[src/include/uart_pkg.sv]
package uart_pkg;

  // ----------------------------------------------------------------
  // Timing
  // ----------------------------------------------------------------
  localparam int unsigned CLK_HZ     = 10_000_000;
  localparam int unsigned MAX_BAUD   = 115_200;
  localparam int unsigned OVERSAMPLE = 16;
  localparam logic [15:0] DIV_RST    = 16'h0041;
  localparam logic [3:0]  TICK_MID   = 4'h7;
  localparam logic [3:0]  TICK_LAST  = 4'hf;
  localparam logic [4:0]  STOP_ONE   = 5'h0f;
  localparam logic [4:0]  STOP_HALF  = 5'h17;
  localparam logic [4:0]  STOP_TWO   = 5'h1f;

  // ----------------------------------------------------------------
  // Register indices, byte address is four times the index
  // ----------------------------------------------------------------
  localparam logic [2:0] IDX_DATA    = 3'h0;
  localparam logic [2:0] IDX_IEN     = 3'h1;
  localparam logic [2:0] IDX_IID     = 3'h2;
  localparam logic [2:0] IDX_LCTL    = 3'h3;
  localparam logic [2:0] IDX_MCTL    = 3'h4;
  localparam logic [2:0] IDX_LSTAT   = 3'h5;
  localparam logic [2:0] IDX_MSTAT   = 3'h6;
  localparam logic [2:0] IDX_SCRATCH = 3'h7;
  localparam int         ADDR_LSB    = 2;
  localparam int         ADDR_MSB    = 4;
  localparam logic [2:0] HSIZE_WORD  = 3'h2;

  // ----------------------------------------------------------------
  // Field positions
  // ----------------------------------------------------------------
  localparam int LCTL_SEL_DIV = 7;
  localparam int LCTL_BREAK   = 6;
  localparam int IEN_RDA      = 0;
  localparam int IEN_THRE     = 1;
  localparam int IEN_RLS      = 2;
  localparam int MCTL_INT_EN  = 3;

  localparam logic [1:0] SRC_RLS  = 2'h3;
  localparam logic [1:0] SRC_RDA  = 2'h2;
  localparam logic [1:0] SRC_THRE = 2'h1;
  localparam logic [1:0] SRC_NONE = 2'h0;

  // Carrier detect, data set ready, clear to send
  localparam logic [7:0] MSTAT_VALUE = 8'hb0;

  // ----------------------------------------------------------------
  // Reset values
  // ----------------------------------------------------------------
  localparam logic [7:0] LCTL_RST      = 8'h00;
  localparam logic [3:0] IEN_RST       = 4'h0;
  localparam logic [7:0] SCRATCH_RST   = 8'h00;
  localparam logic       THRE_PEND_RST = 1'b1;

  // ----------------------------------------------------------------
  // Types
  // ----------------------------------------------------------------
  typedef struct packed {
    logic       stick;
    logic       even;
    logic       par_en;
    logic       stop2;
    logic [1:0] wlen;
  } line_cfg_t;

  typedef enum logic [5:0] {
    RX_IDLE   = 6'h01,
    RX_START  = 6'h02,
    RX_DATA   = 6'h04,
    RX_PARITY = 6'h08,
    RX_STOP   = 6'h10,
    RX_MARK   = 6'h20
  } rx_state_t;

  typedef enum logic [4:0] {
    TX_IDLE   = 5'h01,
    TX_START  = 5'h02,
    TX_DATA   = 5'h04,
    TX_PARITY = 5'h08,
    TX_STOP   = 5'h10
  } tx_state_t;

  // ----------------------------------------------------------------
  // Shared arithmetic
  // ----------------------------------------------------------------
  function automatic logic [2:0] last_bit(input logic [1:0] wlen);
    return 3'(3'h4 + {1'b0, wlen});
  endfunction

  function automatic logic parity_bit(input logic [7:0] d, input line_cfg_t c);
    logic [7:0] m;
    logic       x;
    m = 8'hff >> (2'h3 - c.wlen);
    x = ^(d & m);
    if (c.stick) begin
      return ~c.even;
    end
    return c.even ? x : ~x;
  endfunction

endpackage

[src/core/pc_compatible_uart_rx_status.sv]
`timescale 1ns/10ps
// Operation
// - Overrun, framing, break, parity flags stay set until a line status read.
// - Parity error is updated at the stop bit with the other flags.
// - Modem status reads with bits 4, 5 and 7 always set.
// - Receiver keeps accepting characters after a break without a status read.
// - Receive buffer loads only when the stop bit has been received.
// - Enabling parity never corrupts the next character or its flags.
// - Identification shows code 110 only while a line status condition pends.
// - Identification bit 0 is set with nothing pending, clear otherwise.
// - Interrupt output is a level held while any source pends.
// - Back-to-back line status reads never lose an error event.
// - Each word starts with a spacing start bit of exactly one bit time.
// - Each word ends with at least one marking stop bit.
// - Idle transmit line stays at marking level.
// - Word lengths five to eight bits, optional parity generation and checking.
// - Baud generator reaches at least 115.2k baud.
// - Line status bits: ready, overrun, parity, framing, break, holding empty, empty.
// - Source codes 11 line status, 10 data available, 01 holding empty.
module pc_compatible_uart_rx_status (
  // Clock and reset
  input  wire logic        CLOCK,
  input  wire logic        ARST_N,
  // AHB-Lite slave
  input  wire logic        HSEL,
  input  wire logic [31:0] HADDR,
  input  wire logic [1:0]  HTRANS,
  input  wire logic        HWRITE,
  input  wire logic [2:0]  HSIZE,
  input  wire logic [31:0] HWDATA,
  input  wire logic        HREADY,
  output logic      [31:0] HRDATA,
  output logic             HREADYOUT,
  output logic             HRESP,
  // Serial line
  input  wire logic        RXD,
  output logic             TXD,
  // Interrupt
  output logic             INTR
);
  import uart_pkg::*;

  // ----------------------------------------------------------------
  // State
  // ----------------------------------------------------------------
  typedef struct packed {
    logic        pend;
    logic        wr;
    logic        ok;
    logic [2:0]  idx;
    logic [31:0] hrdata;
    logic [15:0] divisor;
    logic [3:0]  ien;
    logic [7:0]  lctl;
    logic        int_en;
    logic [7:0]  scratch;
    logic [7:0]  thr;
    logic        thr_full;
    logic        thre_pend;
    logic [7:0]  rx_buf;
    logic        data_ready;
    logic        overrun;
    logic        par_err;
    logic        frm_err;
    logic        brk;
    logic [15:0] baud_cnt;
    logic        tick;
    logic        intr;
  } top_t;

  top_t       s_reg;
  top_t       s_next;

  logic       rx_done;
  logic [7:0] rx_data;
  logic       rx_par;
  logic       rx_frm;
  logic       rx_brk;
  logic       tx_take;
  logic       tx_busy;
  logic       tx_line;

  logic       accept;
  logic       sel_div;
  logic       rd;
  logic       wrt;
  logic       rd_buf;
  logic       rd_lstat;
  logic       rd_iid;
  logic       wr_thr;
  logic       src_rls;
  logic       src_rda;
  logic       src_thre;
  logic       any_src;
  logic [1:0] src_code;
  logic [7:0] iid_val;
  logic [7:0] lstat_val;
  logic [7:0] rdata;
  line_cfg_t  cfg;

  // ----------------------------------------------------------------
  // Access decode
  // ----------------------------------------------------------------
  assign accept   = HSEL && HTRANS[1] && HREADY;
  assign sel_div  = s_reg.lctl[LCTL_SEL_DIV];
  assign rd       = s_reg.pend && !s_reg.wr && s_reg.ok;
  assign wrt      = s_reg.pend && s_reg.wr && s_reg.ok;
  assign rd_buf   = rd && (s_reg.idx == IDX_DATA) && !sel_div;
  assign rd_lstat = rd && (s_reg.idx == IDX_LSTAT);
  assign rd_iid   = rd && (s_reg.idx == IDX_IID);
  assign wr_thr   = wrt && (s_reg.idx == IDX_DATA) && !sel_div;
  assign cfg      = line_cfg_t'(s_reg.lctl[5:0]);

  // ----------------------------------------------------------------
  // Interrupt identification
  // ----------------------------------------------------------------
  // Decoded straight from the live flags, so no stale or false code
  assign src_rls  = s_reg.ien[IEN_RLS] && (s_reg.overrun || s_reg.par_err || s_reg.frm_err || s_reg.brk);
  assign src_rda  = s_reg.ien[IEN_RDA] && s_reg.data_ready;
  assign src_thre = s_reg.ien[IEN_THRE] && s_reg.thre_pend;
  assign any_src  = src_rls || src_rda || src_thre;

  always_comb begin
    if (src_rls) begin
      src_code = SRC_RLS;
    end else if (src_rda) begin
      src_code = SRC_RDA;
    end else if (src_thre) begin
      src_code = SRC_THRE;
    end else begin
      src_code = SRC_NONE;
    end
  end

  assign iid_val = {5'h00, src_code, ~any_src};

  // ----------------------------------------------------------------
  // Line status
  // ----------------------------------------------------------------
  assign lstat_val = {1'b0,
                      !s_reg.thr_full && !tx_busy,
                      !s_reg.thr_full,
                      s_reg.brk,
                      s_reg.frm_err,
                      s_reg.par_err,
                      s_reg.overrun,
                      s_reg.data_ready};

  // ----------------------------------------------------------------
  // Read mux
  // ----------------------------------------------------------------
  always_comb begin
    unique case (s_reg.idx)
      IDX_DATA:    rdata = sel_div ? s_reg.divisor[7:0] : s_reg.rx_buf;
      IDX_IEN:     rdata = sel_div ? s_reg.divisor[15:8] : {4'h0, s_reg.ien};
      IDX_IID:     rdata = iid_val;
      IDX_LCTL:    rdata = s_reg.lctl;
      IDX_MCTL:    rdata = {4'h0, s_reg.int_en, 3'h0};
      IDX_LSTAT:   rdata = lstat_val;
      IDX_MSTAT:   rdata = MSTAT_VALUE;
      IDX_SCRATCH: rdata = s_reg.scratch;
    endcase
  end

  // ----------------------------------------------------------------
  // Next state
  // ----------------------------------------------------------------
  always_comb begin
    s_next = s_reg;

    // Bus: one wait state, read data and side effects on that edge
    s_next.pend = 1'b0;
    if (accept) begin
      s_next.pend = 1'b1;
      s_next.wr   = HWRITE;
      s_next.idx  = HADDR[ADDR_MSB:ADDR_LSB];
      s_next.ok   = (HADDR[31:ADDR_MSB+1] == 27'h0000000) && (HSIZE == HSIZE_WORD);
    end
    if (s_reg.pend && !s_reg.wr) begin
      s_next.hrdata = s_reg.ok ? {24'h000000, rdata} : 32'h00000000;
    end

    // Register writes
    if (wrt) begin
      unique case (s_reg.idx)
        IDX_DATA: begin
          if (sel_div) begin
            s_next.divisor[7:0] = HWDATA[7:0];
          end else begin
            s_next.thr = HWDATA[7:0];
          end
        end
        IDX_IEN: begin
          if (sel_div) begin
            s_next.divisor[15:8] = HWDATA[7:0];
          end else begin
            s_next.ien = HWDATA[3:0];
          end
        end
        IDX_LCTL:    s_next.lctl = HWDATA[7:0];
        IDX_MCTL:    s_next.int_en = HWDATA[MCTL_INT_EN];
        IDX_SCRATCH: s_next.scratch = HWDATA[7:0];
        default: begin
        end
      endcase
    end

    // Baud tick at sixteen times the bit rate
    if (s_reg.divisor == 16'h0000) begin
      s_next.baud_cnt = 16'h0000;
      s_next.tick     = 1'b0;
    end else if (s_reg.baud_cnt >= (s_reg.divisor - 16'h0001)) begin
      s_next.baud_cnt = 16'h0000;
      s_next.tick     = 1'b1;
    end else begin
      s_next.baud_cnt = s_reg.baud_cnt + 16'h0001;
      s_next.tick     = 1'b0;
    end

    // Holding register
    if (wr_thr) begin
      s_next.thr_full = 1'b1;
    end else if (tx_take) begin
      s_next.thr_full = 1'b0;
    end
    s_next.thre_pend = (tx_take && !wr_thr) ||
                       (s_reg.thre_pend && !(wr_thr || (rd_iid && src_code == SRC_THRE)));

    // Receive buffer and sticky error flags, a new event wins over the clear
    if (rx_done) begin
      s_next.rx_buf = rx_data;
    end
    s_next.data_ready = rx_done || (s_reg.data_ready && !rd_buf);
    s_next.overrun    = (rx_done && s_reg.data_ready && !rd_buf) || (s_reg.overrun && !rd_lstat);
    s_next.par_err    = (rx_done && rx_par) || (s_reg.par_err && !rd_lstat);
    s_next.frm_err    = (rx_done && rx_frm) || (s_reg.frm_err && !rd_lstat);
    s_next.brk        = (rx_done && rx_brk) || (s_reg.brk && !rd_lstat);

    // Level interrupt, no fresh edge per added source
    s_next.intr = any_src && s_reg.int_en;
  end

  always_ff @(posedge CLOCK or negedge ARST_N) begin
    if (!ARST_N) begin
      s_reg           <= '0;
      s_reg.divisor   <= DIV_RST;
      s_reg.ien       <= IEN_RST;
      s_reg.lctl      <= LCTL_RST;
      s_reg.scratch   <= SCRATCH_RST;
      s_reg.thre_pend <= THRE_PEND_RST;
    end else begin
      s_reg <= s_next;
    end
  end

  // ----------------------------------------------------------------
  // Receiver and transmitter
  // ----------------------------------------------------------------
  uart_rx u_rx (
    .clk         (CLOCK),
    .arst_n      (ARST_N),
    .tick        (s_reg.tick),
    .rxd         (RXD),
    .cfg         (cfg),
    .done        (rx_done),
    .data        (rx_data),
    .parity_err  (rx_par),
    .framing_err (rx_frm),
    .break_det   (rx_brk)
  );

  uart_tx u_tx (
    .clk    (CLOCK),
    .arst_n (ARST_N),
    .tick   (s_reg.tick),
    .go     (s_reg.thr_full),
    .data   (s_reg.thr),
    .cfg    (cfg),
    .brk    (s_reg.lctl[LCTL_BREAK]),
    .take   (tx_take),
    .busy   (tx_busy),
    .txd    (tx_line)
  );

  // ----------------------------------------------------------------
  // Outputs
  // ----------------------------------------------------------------
  assign HRDATA    = s_reg.hrdata;
  assign HREADYOUT = !s_reg.pend;
  assign HRESP     = 1'b0;
  assign TXD       = tx_line;
  assign INTR      = s_reg.intr;

endmodule

[src/core/uart_rx.sv]
`timescale 1ns/10ps
module uart_rx (
  // Clock and reset
  input  wire logic                clk,
  input  wire logic                arst_n,
  // Sampling
  input  wire logic                tick,
  input  wire logic                rxd,
  input  wire uart_pkg::line_cfg_t cfg,
  // Received word
  output logic                     done,
  output logic [7:0]               data,
  output logic                     parity_err,
  output logic                     framing_err,
  output logic                     break_det
);
  import uart_pkg::*;

  typedef struct packed {
    rx_state_t  st;
    logic [3:0] cnt;
    logic [2:0] bit_idx;
    logic [7:0] shift;
    line_cfg_t  cfg;
    logic       par_in;
    logic       done;
    logic [7:0] data;
    logic       par_err;
    logic       frm_err;
    logic       brk;
  } rx_t;

  rx_t r_reg;
  rx_t r_next;

  always_comb begin
    r_next      = r_reg;
    r_next.done = 1'b0;
    unique case (r_reg.st)
      RX_IDLE: begin
        if (!rxd) begin
          r_next.st  = RX_START;
          r_next.cnt = 4'h0;
          r_next.cfg = cfg;
        end
      end
      RX_START: begin
        if (tick) begin
          if (r_reg.cnt == TICK_MID) begin
            r_next.cnt     = 4'h0;
            r_next.bit_idx = 3'h0;
            r_next.shift   = 8'h00;
            r_next.st      = rxd ? RX_IDLE : RX_DATA;
          end else begin
            r_next.cnt = r_reg.cnt + 4'h1;
          end
        end
      end
      RX_DATA: begin
        if (tick) begin
          r_next.cnt = r_reg.cnt + 4'h1;
          if (r_reg.cnt == TICK_LAST) begin
            r_next.shift[r_reg.bit_idx] = rxd;
            if (r_reg.bit_idx == last_bit(r_reg.cfg.wlen)) begin
              r_next.st = r_reg.cfg.par_en ? RX_PARITY : RX_STOP;
            end else begin
              r_next.bit_idx = r_reg.bit_idx + 3'h1;
            end
          end
        end
      end
      RX_PARITY: begin
        if (tick) begin
          r_next.cnt = r_reg.cnt + 4'h1;
          if (r_reg.cnt == TICK_LAST) begin
            r_next.par_in = rxd;
            r_next.st     = RX_STOP;
          end
        end
      end
      RX_STOP: begin
        if (tick) begin
          r_next.cnt = r_reg.cnt + 4'h1;
          if (r_reg.cnt == TICK_LAST) begin
            r_next.done    = 1'b1;
            r_next.data    = r_reg.shift;
            r_next.par_err = r_reg.cfg.par_en && (r_reg.par_in != parity_bit(r_reg.shift, r_reg.cfg));
            r_next.frm_err = !rxd;
            r_next.brk     = !rxd && (r_reg.shift == 8'h00) && !(r_reg.cfg.par_en && r_reg.par_in);
            r_next.st      = rxd ? RX_IDLE : RX_MARK;
          end
        end
      end
      RX_MARK: begin
        // Wait out a held break, then hunt again without software help
        if (rxd) begin
          r_next.st = RX_IDLE;
        end
      end
    endcase
  end

  always_ff @(posedge clk or negedge arst_n) begin
    if (!arst_n) begin
      r_reg    <= '0;
      r_reg.st <= RX_IDLE;
    end else begin
      r_reg <= r_next;
    end
  end

  assign done        = r_reg.done;
  assign data        = r_reg.data;
  assign parity_err  = r_reg.par_err;
  assign framing_err = r_reg.frm_err;
  assign break_det   = r_reg.brk;

endmodule

[src/core/uart_tx.sv]
`timescale 1ns/10ps
module uart_tx (
  // Clock and reset
  input  wire logic                clk,
  input  wire logic                arst_n,
  // Word source
  input  wire logic                tick,
  input  wire logic                go,
  input  wire logic [7:0]          data,
  input  wire uart_pkg::line_cfg_t cfg,
  input  wire logic                brk,
  // Status and line
  output logic                     take,
  output logic                     busy,
  output logic                     txd
);
  import uart_pkg::*;

  typedef struct packed {
    tx_state_t  st;
    logic [4:0] cnt;
    logic [2:0] bit_idx;
    logic [7:0] shift;
    line_cfg_t  cfg;
    logic       take;
    logic       bit_out;
    logic       line;
  } tx_t;

  tx_t        t_reg;
  tx_t        t_next;
  logic       launch;
  logic [4:0] stop_last;
  logic [2:0] nb;

  assign nb        = t_reg.bit_idx + 3'h1;
  assign stop_last = !t_reg.cfg.stop2 ? STOP_ONE : ((t_reg.cfg.wlen == 2'h0) ? STOP_HALF : STOP_TWO);

  always_comb begin
    t_next      = t_reg;
    t_next.take = 1'b0;
    launch      = 1'b0;
    unique case (t_reg.st)
      TX_IDLE: begin
        t_next.bit_out = 1'b1;
        launch         = go && tick;
      end
      TX_START: begin
        if (tick) begin
          t_next.cnt = t_reg.cnt + 5'h01;
          if (t_reg.cnt[3:0] == TICK_LAST) begin
            t_next.cnt     = 5'h00;
            t_next.bit_idx = 3'h0;
            t_next.bit_out = t_reg.shift[0];
            t_next.st      = TX_DATA;
          end
        end
      end
      TX_DATA: begin
        if (tick) begin
          t_next.cnt = t_reg.cnt + 5'h01;
          if (t_reg.cnt[3:0] == TICK_LAST) begin
            t_next.cnt = 5'h00;
            if (t_reg.bit_idx == last_bit(t_reg.cfg.wlen)) begin
              t_next.st      = t_reg.cfg.par_en ? TX_PARITY : TX_STOP;
              t_next.bit_out = t_reg.cfg.par_en ? parity_bit(t_reg.shift, t_reg.cfg) : 1'b1;
            end else begin
              t_next.bit_idx = nb;
              t_next.bit_out = t_reg.shift[nb];
            end
          end
        end
      end
      TX_PARITY: begin
        if (tick) begin
          t_next.cnt = t_reg.cnt + 5'h01;
          if (t_reg.cnt[3:0] == TICK_LAST) begin
            t_next.cnt     = 5'h00;
            t_next.bit_out = 1'b1;
            t_next.st      = TX_STOP;
          end
        end
      end
      TX_STOP: begin
        if (tick) begin
          t_next.cnt = t_reg.cnt + 5'h01;
          if (t_reg.cnt == stop_last) begin
            t_next.st = TX_IDLE;
            launch    = go;
          end
        end
      end
    endcase
    if (launch) begin
      t_next.take    = 1'b1;
      t_next.shift   = data;
      t_next.cfg     = cfg;
      t_next.cnt     = 5'h00;
      t_next.bit_out = 1'b0;
      t_next.st      = TX_START;
    end
    t_next.line = t_next.bit_out & ~brk;
  end

  always_ff @(posedge clk or negedge arst_n) begin
    if (!arst_n) begin
      t_reg         <= '0;
      t_reg.st      <= TX_IDLE;
      t_reg.bit_out <= 1'b1;
      t_reg.line    <= 1'b1;
    end else begin
      t_reg <= t_next;
    end
  end

  assign take = t_reg.take;
  assign busy = (t_reg.st != TX_IDLE);
  assign txd  = t_reg.line;

endmodule

[config.mk]
export PLATFORM = sky130hd
export DESIGN_NAME = pc_compatible_uart_rx_status
export DESIGN_NICKNAME = d
export VERILOG_FILES = /design/src/include/uart_pkg.sv /design/src/core/pc_compatible_uart_rx_status.sv /design/src/core/uart_rx.sv /design/src/core/uart_tx.sv
export SDC_FILE = /design/constraint.sdc
export NUM_CORES = 1
export LEC_CHECK = 0
export ABC_AREA = 1
export BUFFER_PORTS_ARGS = -buffer_cell sky130_fd_sc_hd__clkbuf_2
export CORE_MARGIN = 10
export CORE_UTILIZATION = 55
export DETAILED_ROUTE_END_ITERATION = 8
export PLACE_DENSITY = 0.76
export SLEW_MARGIN = 20
export SYNTH_ARGS = -nofsm -noshare
export SYNTH_HDL_FRONTEND = slang
export SYNTH_SLANG_ARGS = --single-unit
[constraint.sdc]
create_clock -name CLOCK -period 5.6 [get_ports CLOCK]
set_input_delay 0.28 -clock CLOCK [delete_from_list [all_inputs] [get_ports CLOCK]]
set_output_delay 0.28 -clock CLOCK [all_outputs]
set_load 0.02 [all_outputs]
==> impl_results.md <==
* Startpoint Class: flop
* Antenna violations before repair at 0
* Clk buf depth at 2
* Mean area per synthesized cell at 8.16 um2
* Area leader, netlist: dfrtp_1
* Leakage power at around 5.1 nW
* Post-synth ARST share at 1.00
* IO Port Bufs at 58
* Area grow syn2layout at 10.4%
* DRT Wirelength at 19900 um
* Iteration-0 DRC Markers at roughly 450
* Drt drc at 0
* Synth Register Bits at around 160
* Sequential area share after synthesis at 0.454
* RSZ-0062 raised after global routing: false
* CTS Buf Count at 17
* Power per cell area at roughly 270 mW/mm2
* Hold Crit Start: HWRITE
* Cell family with most CP delay: simple AND/OR/NAND/NOR gates
* Setup WS pre-CTS at 2660 ps
* Slew @ Worst Pin at 856 ps
* R2r startpoint: s_reg[64]$_DFFE_PN0P_
* WHS Path Cells at 3
* HP Class: input port to flop
* CTS root buffer: clkbuf_16
* Initial DRT Pass Iterations at 5
* Initial core utilization at 0.560
* Setup CP Type: flop to flop
* CP max FO at 16
* Layout cells sized above 1 at 0.132
* Synth area leaders: dfrtp_1, nand2_1, o21ai_0
* Status: finished, final reports clean
* Max incr delay on CP at 440 ps
* Core ar. at 0.0159 mm2
* Crit path capture type: flop
* Routed len/inst at around 15 um
* Pins Over Slew Limit at 0
* Post-CTS Setup Bufs at 0
* Critical Path AT at roughly 3400 ps
* Post-Synthesis Cells at 1090
* Worst R2R Path Depth at 17
* Skew-Pair Late Insertion Delay at roughly 430 ps
* Top cell type's share of synthesized area at 0.433
* Count of final hold-check violations at 0
* Library cells used by synthesis at 52
* CTS sink count at 161
* Skew final at 10.9 ps
* Die Ht at between 100 and 150 um
* # IOs at around 110
* Required @ worst endpoint at roughly 6000 ps
* Row cnt at 46
* VDD IR-drop max at ~240 uV
* First-pass GRT wire length at 33700 um
* Die ar. at 0.0216 mm2
* Synth Warn # at 0
* RePlAce Congestion at 0.912
* GRT Total Usage at 0.188
* Post-route non-filler standard cell count at 1366
* Fill count at between 1000 and 1500
* Max_slew headroom at 0.430
* Diodes inserted at 0
* Tmin final at 2990 ps
* Sink of the worst hold path: s_reg[114]$_DFFE_PN0P_
* Slowest cell on crit path: dfrtp_1
* Critical path buffer and inverter count at 2
* Vias at 7182
* Top FF cell, synth: dfrtp_1
* Max-capacitance violation count at 0
* DP HPWL at 14800 um
* Final setup viols at 0
* Layout net count at 1238
* CTS clk-pin slew, worst paths at 70 ps
* Critical Path, Cell by Cell: nor2_1, nand2_1, nor3_2, nand2_1, inv_1, nand3_1, nor3_2, nand3_1, xor2_1, ha_1, nand2_1, a21oi_1, a211oi_1, inv_1, nor2_1, nand2_2, nor2_1
* Reg2Reg Setup Slack at 2610 ps
* DP Cell Count at 1334
* Max Clock Freq at around 330 MHz
* Accumulated negative setup slack at 0 ps
* Post-synth EDFFs at 0
* Final worst slack at 2610 ps
* Synthesized area at 0.00889 mm2
* Antenna Nets Post-Route at 0
* Largest net degree at the start of global routing at 93
* Final period utilization at 0.535
* R2r endpoint: s_reg[6]$_DFF_PN0_
* Width of the chip at 147 um
* Overflow left after global routing at 0
* CTS tree: yes
* Number of flip-flops in the largest register at 72
* Vias in the first global route at about 7000
* Via/cell ratio at 5.26
* Htree depth at 4
==> final cells by class <==
type,instances,area [um2],area share
Sequential cell,161,4040,0.411
Timing Repair Buffer,60,314,0.0320
Multi-Input combinational cell,730,3950,0.402
Clock buffer,20,457,0.0465
Inverter,168,632,0.0644
Tap cell,216,270,0.0275
Clock inverter,11,154,0.0157
==> power breakdown <==
group          switching [mW]  internal (mW)
Clock                   0.482          0.726
Sequential             0.0318           1.19
Combinational           0.140         0.0613
Total                   0.653           1.98
==> how the worst max path moves through the flow <==
stage / start / to / depth (start not counted)
2_1_floorplan: s_reg[62]$_DFFE_PN1P_ / s_reg[10]$_DFF_PN0_ / 18
3_3_place_gp: s_reg[63]$_DFFE_PN0P_ / s_reg[2]$_DFF_PN0_ / 17
3_5_place_dp: s_reg[64]$_DFFE_PN0P_ / s_reg[3]$_DFF_PN0_ / 17
4_1_cts: s_reg[64]$_DFFE_PN0P_ / s_reg[17]$_DFF_PN0_ / 17
5_1_grt: s_reg[64]$_DFFE_PN0P_ / s_reg[11]$_DFF_PN0_ / 17
6_report: s_reg[64]$_DFFE_PN0P_ / s_reg[6]$_DFF_PN0_ / 17
==> Yosys cell counts (2+ instances only) <==
cell       count
nor3_4         2
a211oi_1       7
a22oi_1        4
a2111oi_0      2
a32o_1         2
inv_2         13
o31ai_1       10
clkbuf_1      11
clkinv_1       2
buf_2          6
o211ai_1       4
nor2_1        74
buf_6          3
nor4_1         8
nand3_2       11
dfstp_2        7
ha_1          25
xor2_1        21
o311ai_0       2
nand4_1       16
nand3b_4       3
inv_1        152
a31oi_1        5
dfrtp_1      154
o21ai_0      127
nand3_1       35
nor3_2         5
o21ai_1       19
nand2_1      224
a21oi_1       31
nand2_2        6
buf_4         33
nor3_1        17
o22ai_1        7
o2111ai_1      5
xnor2_1       13
nor2_2         9
==> per-layer routing <==
| metal | track usage | vias up | share of wire |
|---|---|---|---|
| met4 | 0.0540 | 0 | 0.016 |
| met3 | 0.0445 | 30 | 0.044 |
| li1 | - | 3613 | - |
| met2 | 0.317 | 152 | 0.50 |
| met1 | 0.235 | 3387 | 0.43 |
| met5 | 0 | - | 0 |
==> placed cells by master, fill, tap and decap left out, types with 3 or more instances in the layout <==
| cell type | instances |
|---|---|
| nor3_2 | 5 |
| inv_2 | 13 |
| nand2_1 | 224 |
| ha_1 | 25 |
| dfstp_2 | 7 |
| a21oi_1 | 31 |
| o31ai_1 | 10 |
| conb_1 | 25 |
| o21ai_0 | 127 |
| clkinvlp_4 | 5 |
| a211oi_1 | 7 |
| dfrtp_1 | 154 |
| nand3_1 | 35 |
| clkbuf_2 | 57 |
| nand3b_4 | 3 |
| a31oi_1 | 5 |
| nand2_2 | 6 |
| nand4_1 | 16 |
| bufinv_16 | 3 |
| o21ai_1 | 19 |
| inv_1 | 152 |
| nor2_1 | 74 |
| xor2_1 | 21 |
| xnor2_1 | 13 |
| clkbuf_16 | 17 |
| o211ai_1 | 4 |
| o22ai_1 | 7 |
| o2111ai_1 | 5 |
| nor2_2 | 9 |
| nor3_1 | 17 |
| nand3_2 | 11 |
| a22oi_1 | 4 |
| nor4_1 | 8 |
==> cells by family after synthesis <==
kind of cell,after synthesis,synth area share
xor gates and xnor gates,34,0.0335
buffers and inverters,223,0.112
and+or+nand+nor,417,0.220
DFF,161,0.454
other,1,0.000422
AOI/OAI and AO/OA,229,0.145
adders and majority gates,25,0.0352
==> through the flow <==
| stage | total power [mW] | cell area [um2] | utilization | hold slack [ps] |
|---|---|---|---|---|
| global placement | 1.44 | 9190 | 0.579 | 412 |
| CTS | 2.65 | 9810 | 0.618 | 24.8 |
| detailed placement | 1.44 | 9190 | 0.579 | 414 |
| global route | 2.73 | 9810 | 0.618 | 39.0 |
| finish | 2.63 | 9810 | 0.618 | 37.5 |
| floorplan | 1.38 | 8980 | - | -15.6 |
==> repair_timing <==
item,4_1_cts,5_1_grt
gates resized for setup,0,0
hold buffers,1,0
endpoints found under the hold margin,86,0
==> tightest hold or removal path, cell delays in order <==
cell	delay (ps)
clkbuf_2	70
nand2_1	40
nand2_1	40
(Power assumes the default switching activity.)
